--- config.mk ---
export PLATFORM = sky130hd
export DESIGN_NAME = ddr_cmd_decode
export DESIGN_NICKNAME = d
export VERILOG_FILES = /design/src/ddr_pkg.sv /design/src/ddr_mode_regs.sv /design/src/ddr_read_timer.sv /design/src/ddr_cmd_decode.sv
export SDC_FILE = /design/constraint.sdc
export NUM_CORES = 1
export LEC_CHECK = 0
export BUFFER_PORTS_ARGS = -buffer_cell sky130_fd_sc_hd__buf_2
export CAP_MARGIN = 25
export CORE_UTILIZATION = 46
export CTS_CLUSTER_SIZE = 25
export DETAILED_ROUTE_END_ITERATION = 8
export PLACE_DENSITY = 0.74
export SLEW_MARGIN = 10
export SYNTH_ARGS = -nofsm -noshare
export SYNTH_HDL_FRONTEND = slang
export SYNTH_SLANG_ARGS = --single-unit
--- constraint.sdc ---
create_clock -name core_clk -period 1.8 [get_ports core_clk]
set_input_delay 0.36 -clock core_clk [delete_from_list [all_inputs] [get_ports core_clk]]
set_output_delay 0.36 -clock core_clk [all_outputs]
set_load 0.03 [all_outputs]
--- src/ddr_pkg.sv ---
// Shared constants for the registered DDR command decode block.
// Assumes a single 200 MHz core clock and synchronous pin inputs.
package ddr_pkg;
  // Bus widths
  localparam int ADDR_W = 14;
  localparam int BA_W = 2;
  localparam int NBANK = 4;
  localparam int DQ_W = 72;
  localparam int DM_W = 9;
  // Strobe codes {row, column, write}, all active low
  localparam logic [2:0] CMD_NOP = 3'h7;
  localparam logic [2:0] CMD_ACT = 3'h3;
  localparam logic [2:0] CMD_RD = 3'h5;
  localparam logic [2:0] CMD_WR = 3'h4;
  localparam logic [2:0] CMD_BT = 3'h6;
  localparam logic [2:0] CMD_PRE = 3'h2;
  localparam logic [2:0] CMD_REF = 3'h1;
  localparam logic [2:0] CMD_MRS = 3'h0;
  // Address bit that carries auto precharge / precharge-all
  localparam int AP_BIT = 10;
  // Bank select on a mode load
  localparam logic [1:0] BA_MR = 2'h0;
  localparam logic [1:0] BA_EMR = 2'h1;
  // Base mode register layout
  localparam int MR_BL_LSB = 0;
  localparam int MR_BT_BIT = 3;
  localparam int MR_CL_LSB = 4;
  localparam int MR_OP_LSB = 7;
  localparam int MR_DLLRST_BIT = 8;
  localparam int MR_KEEP_W = 7;
  // Operating mode values in bits 7 and up
  localparam logic [6:0] OP_NORMAL = 7'h00;
  localparam logic [6:0] OP_DLL_RST = 7'h02;
  // Latency codes
  localparam logic [2:0] CL_2 = 3'h2;
  localparam logic [2:0] CL_25 = 3'h6;
  localparam logic [6:0] MR_RST = 7'h00;
  // Extended mode register layout
  localparam int EMR_DLLDIS_BIT = 0;
  localparam int EMR_DRV_BIT = 1;
  // DLL settle time in clock cycles
  localparam int DLL_LOCK_CYC = 200;
  localparam logic [7:0] DLL_LOCK_MAX = 8'(DLL_LOCK_CYC);
  // Whole-cycle part of read latency
  localparam int RD_LAT_CYC = 2;
  // One-hot power states
  typedef enum logic [1:0] {
    ST_RUN = 2'b01,
    ST_SREF = 2'b10
  } pwr_st_t;
endpackage

--- src/ddr_mode_regs.sv ---
// Base and extended mode register storage with DLL reset pulse.
// Assumes loads arrive as one-cycle pulses from the command decoder.
module ddr_mode_regs
  import ddr_pkg::*;
(
  // Clock and reset
  input wire logic core_clk,
  input wire logic reset,
  // Load request
  input wire logic mrs_go,
  input wire logic [BA_W-1:0] ba,
  input wire logic [ADDR_W-1:0] addr,
  // Stored settings
  output logic [MR_KEEP_W-1:0] mr_r,
  output logic dll_dis_r,
  output logic drv_r,
  output logic dll_rst_r,
  output logic emr_wr_r,
  output logic mrs_bad_r
);
  // Operating-mode field of the opcode
  logic [6:0] op;
  assign op = addr[MR_OP_LSB +: 7];

  // Base register: only normal or DLL-reset loads are taken
  always_ff @(posedge core_clk) begin
    if (reset) begin
      mr_r <= MR_RST;
    end else if (mrs_go && ba == BA_MR &&
                 (op == OP_NORMAL || op == OP_DLL_RST)) begin
      mr_r <= addr[MR_KEEP_W-1:0];
    end
  end

  // DLL reset never stored, so it clears itself after one cycle
  always_ff @(posedge core_clk) begin
    if (reset) begin
      dll_rst_r <= 1'b0;
    end else begin
      dll_rst_r <= mrs_go && ba == BA_MR && op == OP_DLL_RST;
    end
  end

  // Extended register: held until rewritten, QFC bit never kept
  always_ff @(posedge core_clk) begin
    if (reset) begin
      dll_dis_r <= 1'b0;
      drv_r <= 1'b0;
    end else if (mrs_go && ba == BA_EMR) begin
      dll_dis_r <= addr[EMR_DLLDIS_BIT];
      drv_r <= addr[EMR_DRV_BIT];
    end
  end

  // Event flags: extended write, reserved bank or mode code
  always_ff @(posedge core_clk) begin
    if (reset) begin
      emr_wr_r <= 1'b0;
      mrs_bad_r <= 1'b0;
    end else begin
      emr_wr_r <= mrs_go && ba == BA_EMR;
      mrs_bad_r <= mrs_go && (ba[1] || (ba == BA_MR &&
                   op != OP_NORMAL && op != OP_DLL_RST));
    end
  end
endmodule

--- src/ddr_read_timer.sv ---
// Read latency timer: marks when first read data is launched.
// Assumes rd_go is a one-cycle pulse in the cycle after edge n.
module ddr_read_timer
  import ddr_pkg::*;
(
  // Clock and reset
  input wire logic core_clk,
  input wire logic reset,
  // Read start and half-cycle select
  input wire logic rd_go,
  input wire logic half,
  // First data on rising edge n+2, or falling edge after n+2
  output logic rd_rise_r,
  output logic rd_fall_r
);
  // One stage of delay; the output flop gives the second
  logic go_d;
  logic half_d;

  // Stage one, latency sampled with the command
  always_ff @(posedge core_clk) begin
    if (reset) begin
      go_d <= 1'b0;
      half_d <= 1'b0;
    end else begin
      go_d <= rd_go;
      half_d <= half;
    end
  end

  // Output flops, high in the cycle after edge n+2
  always_ff @(posedge core_clk) begin
    if (reset) begin
      rd_rise_r <= 1'b0;
      rd_fall_r <= 1'b0;
    end else begin
      rd_rise_r <= go_d && !half_d;
      rd_fall_r <= go_d && half_d;
    end
  end
endmodule

--- src/ddr_cmd_decode.sv ---
// Command register, decoder, bank/refresh state and write masking.
// Assumes the controller keeps mode loads to idle banks and legal codes.
// Behaviour
// - Read latency two or two-and-half cycles only
// - First read data at capture edge plus latency
// - Normal mode needs operating bits all zero
// - Bit eight alone requests a DLL reset
// - Bank bit zero selects extended register
// - Extended register holds until rewritten
// - DLL enabled again on self refresh exit
// - Strobe patterns decode the command set
// - High chip select acts as no operation
// - Bank bits and column; bit ten auto precharge
// - Precharge one bank or all by bit ten
// - Refresh is auto or self by enable
// - Refresh uses internal row counter only
// - Bank bits pick base or extended register
// - Mask high blocks the matching write data
// - No switch control output exists
// - Mode bits hold length, type and latency
// - DLL reset bit clears itself
// - Commands pass with two register delays
module ddr_cmd_decode
  import ddr_pkg::*;
(
  // Clock and reset
  input wire logic core_clk,
  input wire logic reset,
  // Command pins from the controller
  input wire logic cs_n,
  input wire logic ras_n,
  input wire logic cas_n,
  input wire logic we_n,
  input wire logic cke,
  input wire logic [BA_W-1:0] ba,
  input wire logic [ADDR_W-1:0] addr,
  // Write data with mask
  input wire logic wr_valid,
  input wire logic [DQ_W-1:0] wr_data,
  input wire logic [DM_W-1:0] dm,
  // Registered command toward the memory devices
  output logic mem_cs_n,
  output logic mem_ras_n,
  output logic mem_cas_n,
  output logic mem_we_n,
  output logic mem_cke,
  output logic [BA_W-1:0] mem_ba,
  output logic [ADDR_W-1:0] mem_addr,
  // Decoded command pulses
  output logic cmd_act_r,
  output logic cmd_read_r,
  output logic cmd_write_r,
  output logic cmd_bt_r,
  output logic cmd_pre_r,
  output logic cmd_aref_r,
  output logic cmd_sref_r,
  output logic cmd_mrs_r,
  output logic auto_pre_r,
  output logic cmd_bad_r,
  // Mode settings and status
  output logic [2:0] burst_len,
  output logic burst_il,
  output logic [2:0] rd_lat,
  output logic drv_weak,
  output logic dll_on,
  output logic dll_rst,
  output logic dll_ready_r,
  output logic read_early_r,
  output logic mrs_bad,
  output logic in_sref,
  output logic [NBANK-1:0] bank_open_r,
  output logic [ADDR_W-1:0] ref_row_r,
  // Read launch marks
  output logic rd_rise,
  output logic rd_fall,
  // Masked write toward the devices
  output logic [DM_W-1:0] wr_en_r,
  output logic [DQ_W-1:0] wr_data_r
);
  // Input register stage
  logic cs_q, ras_q, cas_q, we_q, cke_q;
  logic [BA_W-1:0] ba_q;
  logic [ADDR_W-1:0] addr_q;
  // Power state
  pwr_st_t st_r;
  pwr_st_t st_nxt;
  // Decoded strobes of the input stage
  logic sel;
  logic [2:0] code;
  // Mode register outputs
  logic [MR_KEEP_W-1:0] mr;
  logic dll_dis, emr_wr;
  // Forced DLL enable after self refresh exit
  logic dll_force_r;
  logic [7:0] lock_cnt_r;
  logic dll_on_d_r;

  // Sample the pins on the rising edge only
  always_ff @(posedge core_clk) begin
    if (reset) begin
      cs_q <= 1'b1;
      ras_q <= 1'b1;
      cas_q <= 1'b1;
      we_q <= 1'b1;
      cke_q <= 1'b0;
      ba_q <= '0;
      addr_q <= '0;
    end else begin
      cs_q <= cs_n;
      ras_q <= ras_n;
      cas_q <= cas_n;
      we_q <= we_n;
      cke_q <= cke;
      ba_q <= ba;
      addr_q <= addr;
    end
  end

  // Pass the latched command on at the following edge
  always_ff @(posedge core_clk) begin
    if (reset) begin
      mem_cs_n <= 1'b1;
      mem_ras_n <= 1'b1;
      mem_cas_n <= 1'b1;
      mem_we_n <= 1'b1;
      mem_cke <= 1'b0;
      mem_ba <= '0;
      mem_addr <= '0;
    end else begin
      mem_cs_n <= cs_q;
      mem_ras_n <= ras_q;
      mem_cas_n <= cas_q;
      mem_we_n <= we_q;
      mem_cke <= cke_q;
      mem_ba <= ba_q;
      mem_addr <= addr_q;
    end
  end

  // Chip select high is deselect; self refresh ignores all but enable
  assign sel = !cs_q && st_r == ST_RUN;
  assign code = {ras_q, cas_q, we_q};

  // Decode into one-cycle pulses aligned with the device stage
  always_ff @(posedge core_clk) begin
    if (reset) begin
      cmd_act_r <= 1'b0;
      cmd_read_r <= 1'b0;
      cmd_write_r <= 1'b0;
      cmd_bt_r <= 1'b0;
      cmd_pre_r <= 1'b0;
      cmd_aref_r <= 1'b0;
      cmd_sref_r <= 1'b0;
      cmd_mrs_r <= 1'b0;
      cmd_bad_r <= 1'b0;
    end else begin
      cmd_act_r <= sel && cke_q && code == CMD_ACT;
      cmd_read_r <= sel && cke_q && code == CMD_RD;
      cmd_write_r <= sel && cke_q && code == CMD_WR;
      cmd_bt_r <= sel && cke_q && code == CMD_BT;
      cmd_pre_r <= sel && cke_q && code == CMD_PRE;
      cmd_aref_r <= sel && cke_q && code == CMD_REF;
      cmd_sref_r <= sel && !cke_q && code == CMD_REF;
      cmd_mrs_r <= sel && cke_q && code == CMD_MRS;
      // Low enable with any selected command but refresh or no operation is not defined
      cmd_bad_r <= sel && !cke_q && code != CMD_REF &&
                   code != CMD_NOP;
    end
  end

  // Auto precharge flag is per access, never remembered
  always_ff @(posedge core_clk) begin
    if (reset) begin
      auto_pre_r <= 1'b0;
    end else begin
      auto_pre_r <= sel && cke_q && addr_q[AP_BIT] &&
                    (code == CMD_RD || code == CMD_WR);
    end
  end

  // Open-bank tracking; auto precharge closes the bank at once
  always_ff @(posedge core_clk) begin
    if (reset) begin
      bank_open_r <= '0;
    end else if (sel && cke_q) begin
      if (code == CMD_ACT) begin
        bank_open_r[ba_q] <= 1'b1;
      end else if (code == CMD_PRE && addr_q[AP_BIT]) begin
        bank_open_r <= '0;
      end else if (code == CMD_PRE) begin
        bank_open_r[ba_q] <= 1'b0;
      end else if ((code == CMD_RD || code == CMD_WR) &&
                   addr_q[AP_BIT]) begin
        bank_open_r[ba_q] <= 1'b0;
      end
    end
  end

  // Power state: self refresh until enable returns high
  always_comb begin
    st_nxt = st_r;
    case (st_r)
      ST_RUN: begin
        if (sel && !cke_q && code == CMD_REF) begin
          st_nxt = ST_SREF;
        end
      end
      ST_SREF: begin
        if (cke_q) begin
          st_nxt = ST_RUN;
        end
      end
      default: begin
        st_nxt = ST_RUN;
      end
    endcase
  end

  // State register
  always_ff @(posedge core_clk) begin
    if (reset) begin
      st_r <= ST_RUN;
    end else begin
      st_r <= st_nxt;
    end
  end
  assign in_sref = st_r == ST_SREF;

  // Internal refresh row counter, address pins play no part
  always_ff @(posedge core_clk) begin
    if (reset) begin
      ref_row_r <= '0;
    end else if (cmd_aref_r) begin
      ref_row_r <= ref_row_r + 1'b1;
    end
  end

  // Mode and extended mode storage
  ddr_mode_regs u_mode (
    .core_clk(core_clk),
    .reset(reset),
    .mrs_go(cmd_mrs_r),
    .ba(mem_ba),
    .addr(mem_addr),
    .mr_r(mr),
    .dll_dis_r(dll_dis),
    .drv_r(drv_weak),
    .dll_rst_r(dll_rst),
    .emr_wr_r(emr_wr),
    .mrs_bad_r(mrs_bad)
  );
  assign burst_len = mr[MR_BL_LSB +: 3];
  assign burst_il = mr[MR_BT_BIT];
  assign rd_lat = mr[MR_CL_LSB +: 3];

  // Leaving self refresh forces the DLL on without touching storage
  always_ff @(posedge core_clk) begin
    if (reset) begin
      dll_force_r <= 1'b0;
    end else if (st_r == ST_SREF && st_nxt == ST_RUN) begin
      dll_force_r <= 1'b1;
    end else if (emr_wr) begin
      dll_force_r <= 1'b0;
    end
  end
  assign dll_on = !dll_dis || dll_force_r;

  // Settle counter restarted by enable or reset of the DLL
  always_ff @(posedge core_clk) begin
    if (reset) begin
      dll_on_d_r <= 1'b0;
      lock_cnt_r <= '0;
      dll_ready_r <= 1'b0;
    end else begin
      dll_on_d_r <= dll_on;
      if (!dll_on || (dll_on && !dll_on_d_r) || dll_rst) begin
        lock_cnt_r <= '0;
        dll_ready_r <= 1'b0;
      end else if (lock_cnt_r != DLL_LOCK_MAX) begin
        lock_cnt_r <= lock_cnt_r + 1'b1;
      end else begin
        dll_ready_r <= 1'b1;
      end
    end
  end

  // Flag a read the controller issued before the DLL settled
  always_ff @(posedge core_clk) begin
    if (reset) begin
      read_early_r <= 1'b0;
    end else begin
      read_early_r <= cmd_read_r && !dll_ready_r;
    end
  end

  // Reserved latency codes fall back to whole-cycle timing
  ddr_read_timer u_rd (
    .core_clk(core_clk),
    .reset(reset),
    .rd_go(cmd_read_r),
    .half(rd_lat == CL_25),
    .rd_rise_r(rd_rise),
    .rd_fall_r(rd_fall)
  );

  // Mask high blocks its byte lane; data and mask travel together
  always_ff @(posedge core_clk) begin
    if (reset) begin
      wr_en_r <= '0;
      wr_data_r <= '0;
    end else begin
      wr_en_r <= wr_valid ? ~dm : '0;
      wr_data_r <= wr_data;
    end
  end
endmodule

==> results_dict.tcl <==
set metrics [dict create \
    die_x_um 113.1 \
    holdCritPathClass "input port to flop" \
    grt_pass1_vias 4062 \
    rsz0062_at_grt "false" \
    ctsHoldBuffers 0 \
    synth-edff-count 0 \
    grt-ovfl-total 0 \
    cp.required_ps 1440 \
    clock-root-buffer "clkbuf_16" \
    ctsLongestPathBuffers 2 \
    setup_violations 0 \
    fin_crit_ps 1707 \
    arrival_ps 1350 \
    ys.flop_type "dfxtp_1" \
    p_sw_frac 0.2281 \
    syn_inst 513 \
    reg2reg_from "st_r[0]$_SDFF_PP1_" \
    grt_antenna_before_repair 0 \
    pwr-share-clk 0.432 \
    p_switching_mw 1.960 \
    final_nets 876 \
    startpoint_type "flop" \
    die_y_um 113.1 \
    maxCapViolCount 0 \
    io_pins 251 \
    crit_path_end_kind "output port" \
    gp_congestion 0.7813 \
    crit_type "flop to output port" \
    cts_setup_buffers 0 \
    grt_pass1_wl_um 18900 \
    post_drt_via_cell_ratio 4.581 \
    critPathMaxFanout 6 \
    combPwrFrac 0.079 \
    dr.pass1.iters 6 \
    critPathMaxStageDelay_ps 390 \
    vias 4237 \
    clk_latency_ps 420 \
    synth_top_area_cell "dfxtp_1" \
    r2r_slack_ps 170 \
    power_density_nw_per_um2 1127 \
    dpl.hpwl_um 9113 \
    maxSlewViolCount 0 \
    fin_crit_sh 0.9481 \
    slew_headroom 0.4992 \
    yosysSeqAreaShare 0.6379 \
    seqCellArea_um2 3623 \
    fin_setup_tns_ps 0 \
    start_util 0.4729 \
    yosysWarnings 0 \
    post-route-drc-count 0 \
    finalPower_mw 8.592 \
    port_buffers 250 \
    cp_top_family "flip-flops" \
    syn_nets 623 \
    path_clk_slew_ps 60 \
    gr-usage-all-layers 0.1909 \
    critPathBufInv 2 \
    tightest_slew_ps 751.2 \
    synth_cell_types 46 \
    die_area_um2 12800 \
    max_freq_ghz 0.5860 \
    synth-seq-cells 181 \
    totalWireLength_um 12110 \
    p_leak_nw 3.621 \
    diodes 0 \
    hold_path_depth 2 \
    ir_worst_vdd_uv 744.0 \
    hold_viol 0 \
    outcome "finished, final reports clean" \
    cts_buffers 17 \
    detail-route-antenna-nets 0 \
    synth.area.top_cells "dfxtp_1 64%, nor2b_1 12%, nor2_1 3.3%" \
    cts_sinks 181 \
    crit_path_top_delay_cell "dfxtp_1" \
    min_delay_worst_endpoint "wr_en_r[6]$_SDFF_PP0_" \
    syn_area_um2 5680 \
    crit_chain "inv_1, ha_1, buf_2" \
    wl_per_cell_um 13.10 \
    seqPwrFrac 0.490 \
    fillers 1026 \
    r2r_cells 5 \
    syn_to_final_growth_pct 34.25 \
    tritoncts "done" \
    grt_start_max_net_pins 83 \
    postCtsResizedCells 0 \
    htreeDepth 4 \
    core-area_um2 12010 \
    min-delay-start "dm[6]" \
    drive_gt1_frac 0.3933 \
    multiInputGateArea_um2 1857 \
    row_count 40 \
    first_iter_violations 178 \
    syn_avg_cell_area_um2 11.07 \
    internal-power_mw 6.631 \
    synth_top_area_frac 0.6379 \
    async_flop_share 0 \
    reg2reg_to "st_r[0]$_SDFF_PP1_" \
    clock_skew_ps 7.991 \
]
[cells in the final DEF, fill, tap and decap left out, types with 4 or more instances in the layout]
| master | Yosys | final |
|---|---|---|
| a21oi_1 | 12 | 12 |
| and3_1 | 4 | 4 |
| buf_2 | 2 | 249 |
| buf_4 | 1 | 8 |
| clkbuf_16 | 0 | 17 |
| dfxtp_1 | 181 | 181 |
| ha_1 | 5 | 5 |
| inv_1 | 14 | 14 |
| mux2i_1 | 11 | 11 |
| nand2_1 | 11 | 11 |
| nand2b_1 | 4 | 4 |
| nand3_1 | 10 | 10 |
| nor2_1 | 50 | 50 |
| nor2b_1 | 108 | 108 |
| nor3_1 | 8 | 8 |
| nor3b_1 | 5 | 5 |
| nor4_2 | 4 | 4 |
| or2_2 | 10 | 10 |
| xnor2_1 | 10 | 10 |
| xor2_1 | 8 | 8 |
[synthesized netlist by cell type, types with 2 or more instances]
master	n
nor3b_1	5
buf_2	2
nand3b_1	3
or2b_2	2
buf_1	3
xor2_1	8
nor3_1	8
inv_1	14
ha_1	5
nor4_2	4
xnor2_1	10
nor2_1	50
and3_1	4
buf_6	4
or3_1	3
o32ai_1	3
or2_2	10
a21oi_1	12
nand4bb_1	2
nand4_1	3
nand3_1	10
nor2b_1	108
nand2b_1	4
nand2_1	11
clkbuf_1	11
dfxtp_1	181
o21ai_1	2
mux2i_1	11
o21ai_0	3
[flip-flops by register name, summed over array words and instances (netlist names), 2 cells and up]
| register | flops |
|---|---|
| wr_data_r | 72 |
| addr_q | 14 |
| mem_addr | 14 |
| ref_row_r | 14 |
| wr_en_r | 9 |
| lock_cnt_r | 8 |
| u_mode.mr_r | 7 |
| bank_open_r | 4 |
| ba_q | 2 |
| mem_ba | 2 |
| st_r | 2 |
[area by class of cell]
cell class / instances / area share
Sequential cell: 181 / 0.4751
Multi-Input combinational cell: 294 / 0.2435
Timing Repair Buffer: 257 / 0.1713
Clock buffer: 20 / 0.05857
Tap cell: 147 / 0.02412
Clock inverter: 11 / 0.02002
Inverter: 15 / 0.007383
[power by group through the flow]
stage / logic (mW) / registers (mW) / clock network, mW
after CTS: 0.682 / 4.21 / 3.77
after global routing: 0.725 / 4.22 / 3.97
after global placement: 0.670 / 4.29 / 0
after floorplan: 0.201 / 4.52 / 0
final: 0.675 / 4.21 / 3.71
after detailed placement: 0.681 / 4.30 / 0
[kinds of logic after synthesis]
| group | count (synthesis) | share of synthesized area |
|---|---|---|
| simple gates | 234 | 0.2403 |
| fa+ha+maj | 5 | 0.01101 |
| xor+xnor | 18 | 0.02775 |
| buf+inv | 38 | 0.03524 |
| compound gates | 26 | 0.02842 |
| mux | 11 | 0.01938 |
| flops | 181 | 0.6379 |
[metrics by stage]
| stage | setup WS (ps) | instances | cell area [um^2] | hold WS [ps] | util |
|---|---|---|---|---|---|
| after global placement | 271.6 | 894 | 7027 | 414.4 | 0.5850 |
| after CTS | 63.36 | 925 | 7626 | 71.74 | 0.6349 |
| after floorplan | 270.5 | 513 | 5680 | 389.1 | - |
| after detailed placement | 188.0 | 894 | 7027 | 422.6 | 0.5850 |
| after global routing | 15.48 | 925 | 7626 | 65.59 | 0.6349 |
| final | 93.41 | 925 | 7626 | 88.09 | 0.6349 |
[worst max path at each step]
stage,to,startpoint,slack [ps],cells past startpoint
CTS,in_sref,st_r[0]$_SDFF_PP1_,60,3
floorplan,ref_row_r[12]$_SDFFE_PP0P_,cmd_aref_r$_SDFF_PP0_,270,6
global placement,st_r[0]$_SDFF_PP1_,st_r[0]$_SDFF_PP1_,270,5
detailed placement,st_r[0]$_SDFF_PP1_,st_r[0]$_SDFF_PP1_,190,5
finish,in_sref,st_r[0]$_SDFF_PP1_,90,3
global route,in_sref,st_r[0]$_SDFF_PP1_,20,3
[worst reg2reg max path, stage by stage, from the launching register on]
cell and delay (ps):
dfxtp_1 390, ha_1 240, nand2b_1 130, or4_4 530, a21oi_1 160, o21ai_1 80
[per-layer routing]
metal / part of all wire / wire [um] / track usage / vias to the layer above
met1: 0.40 / 4804 / 0.1980 / 1936
met4: 0.016 / 199 / 0.07281 / 0
met5: 0 / 0 / 0 / -
met3: 0.069 / 839 / 0.07713 / 17
li1: - / - / - / 2141
met2: 0.52 / 6269 / 0.3444 / 143
No activity file was read; power rests on OpenSTA's default activity.
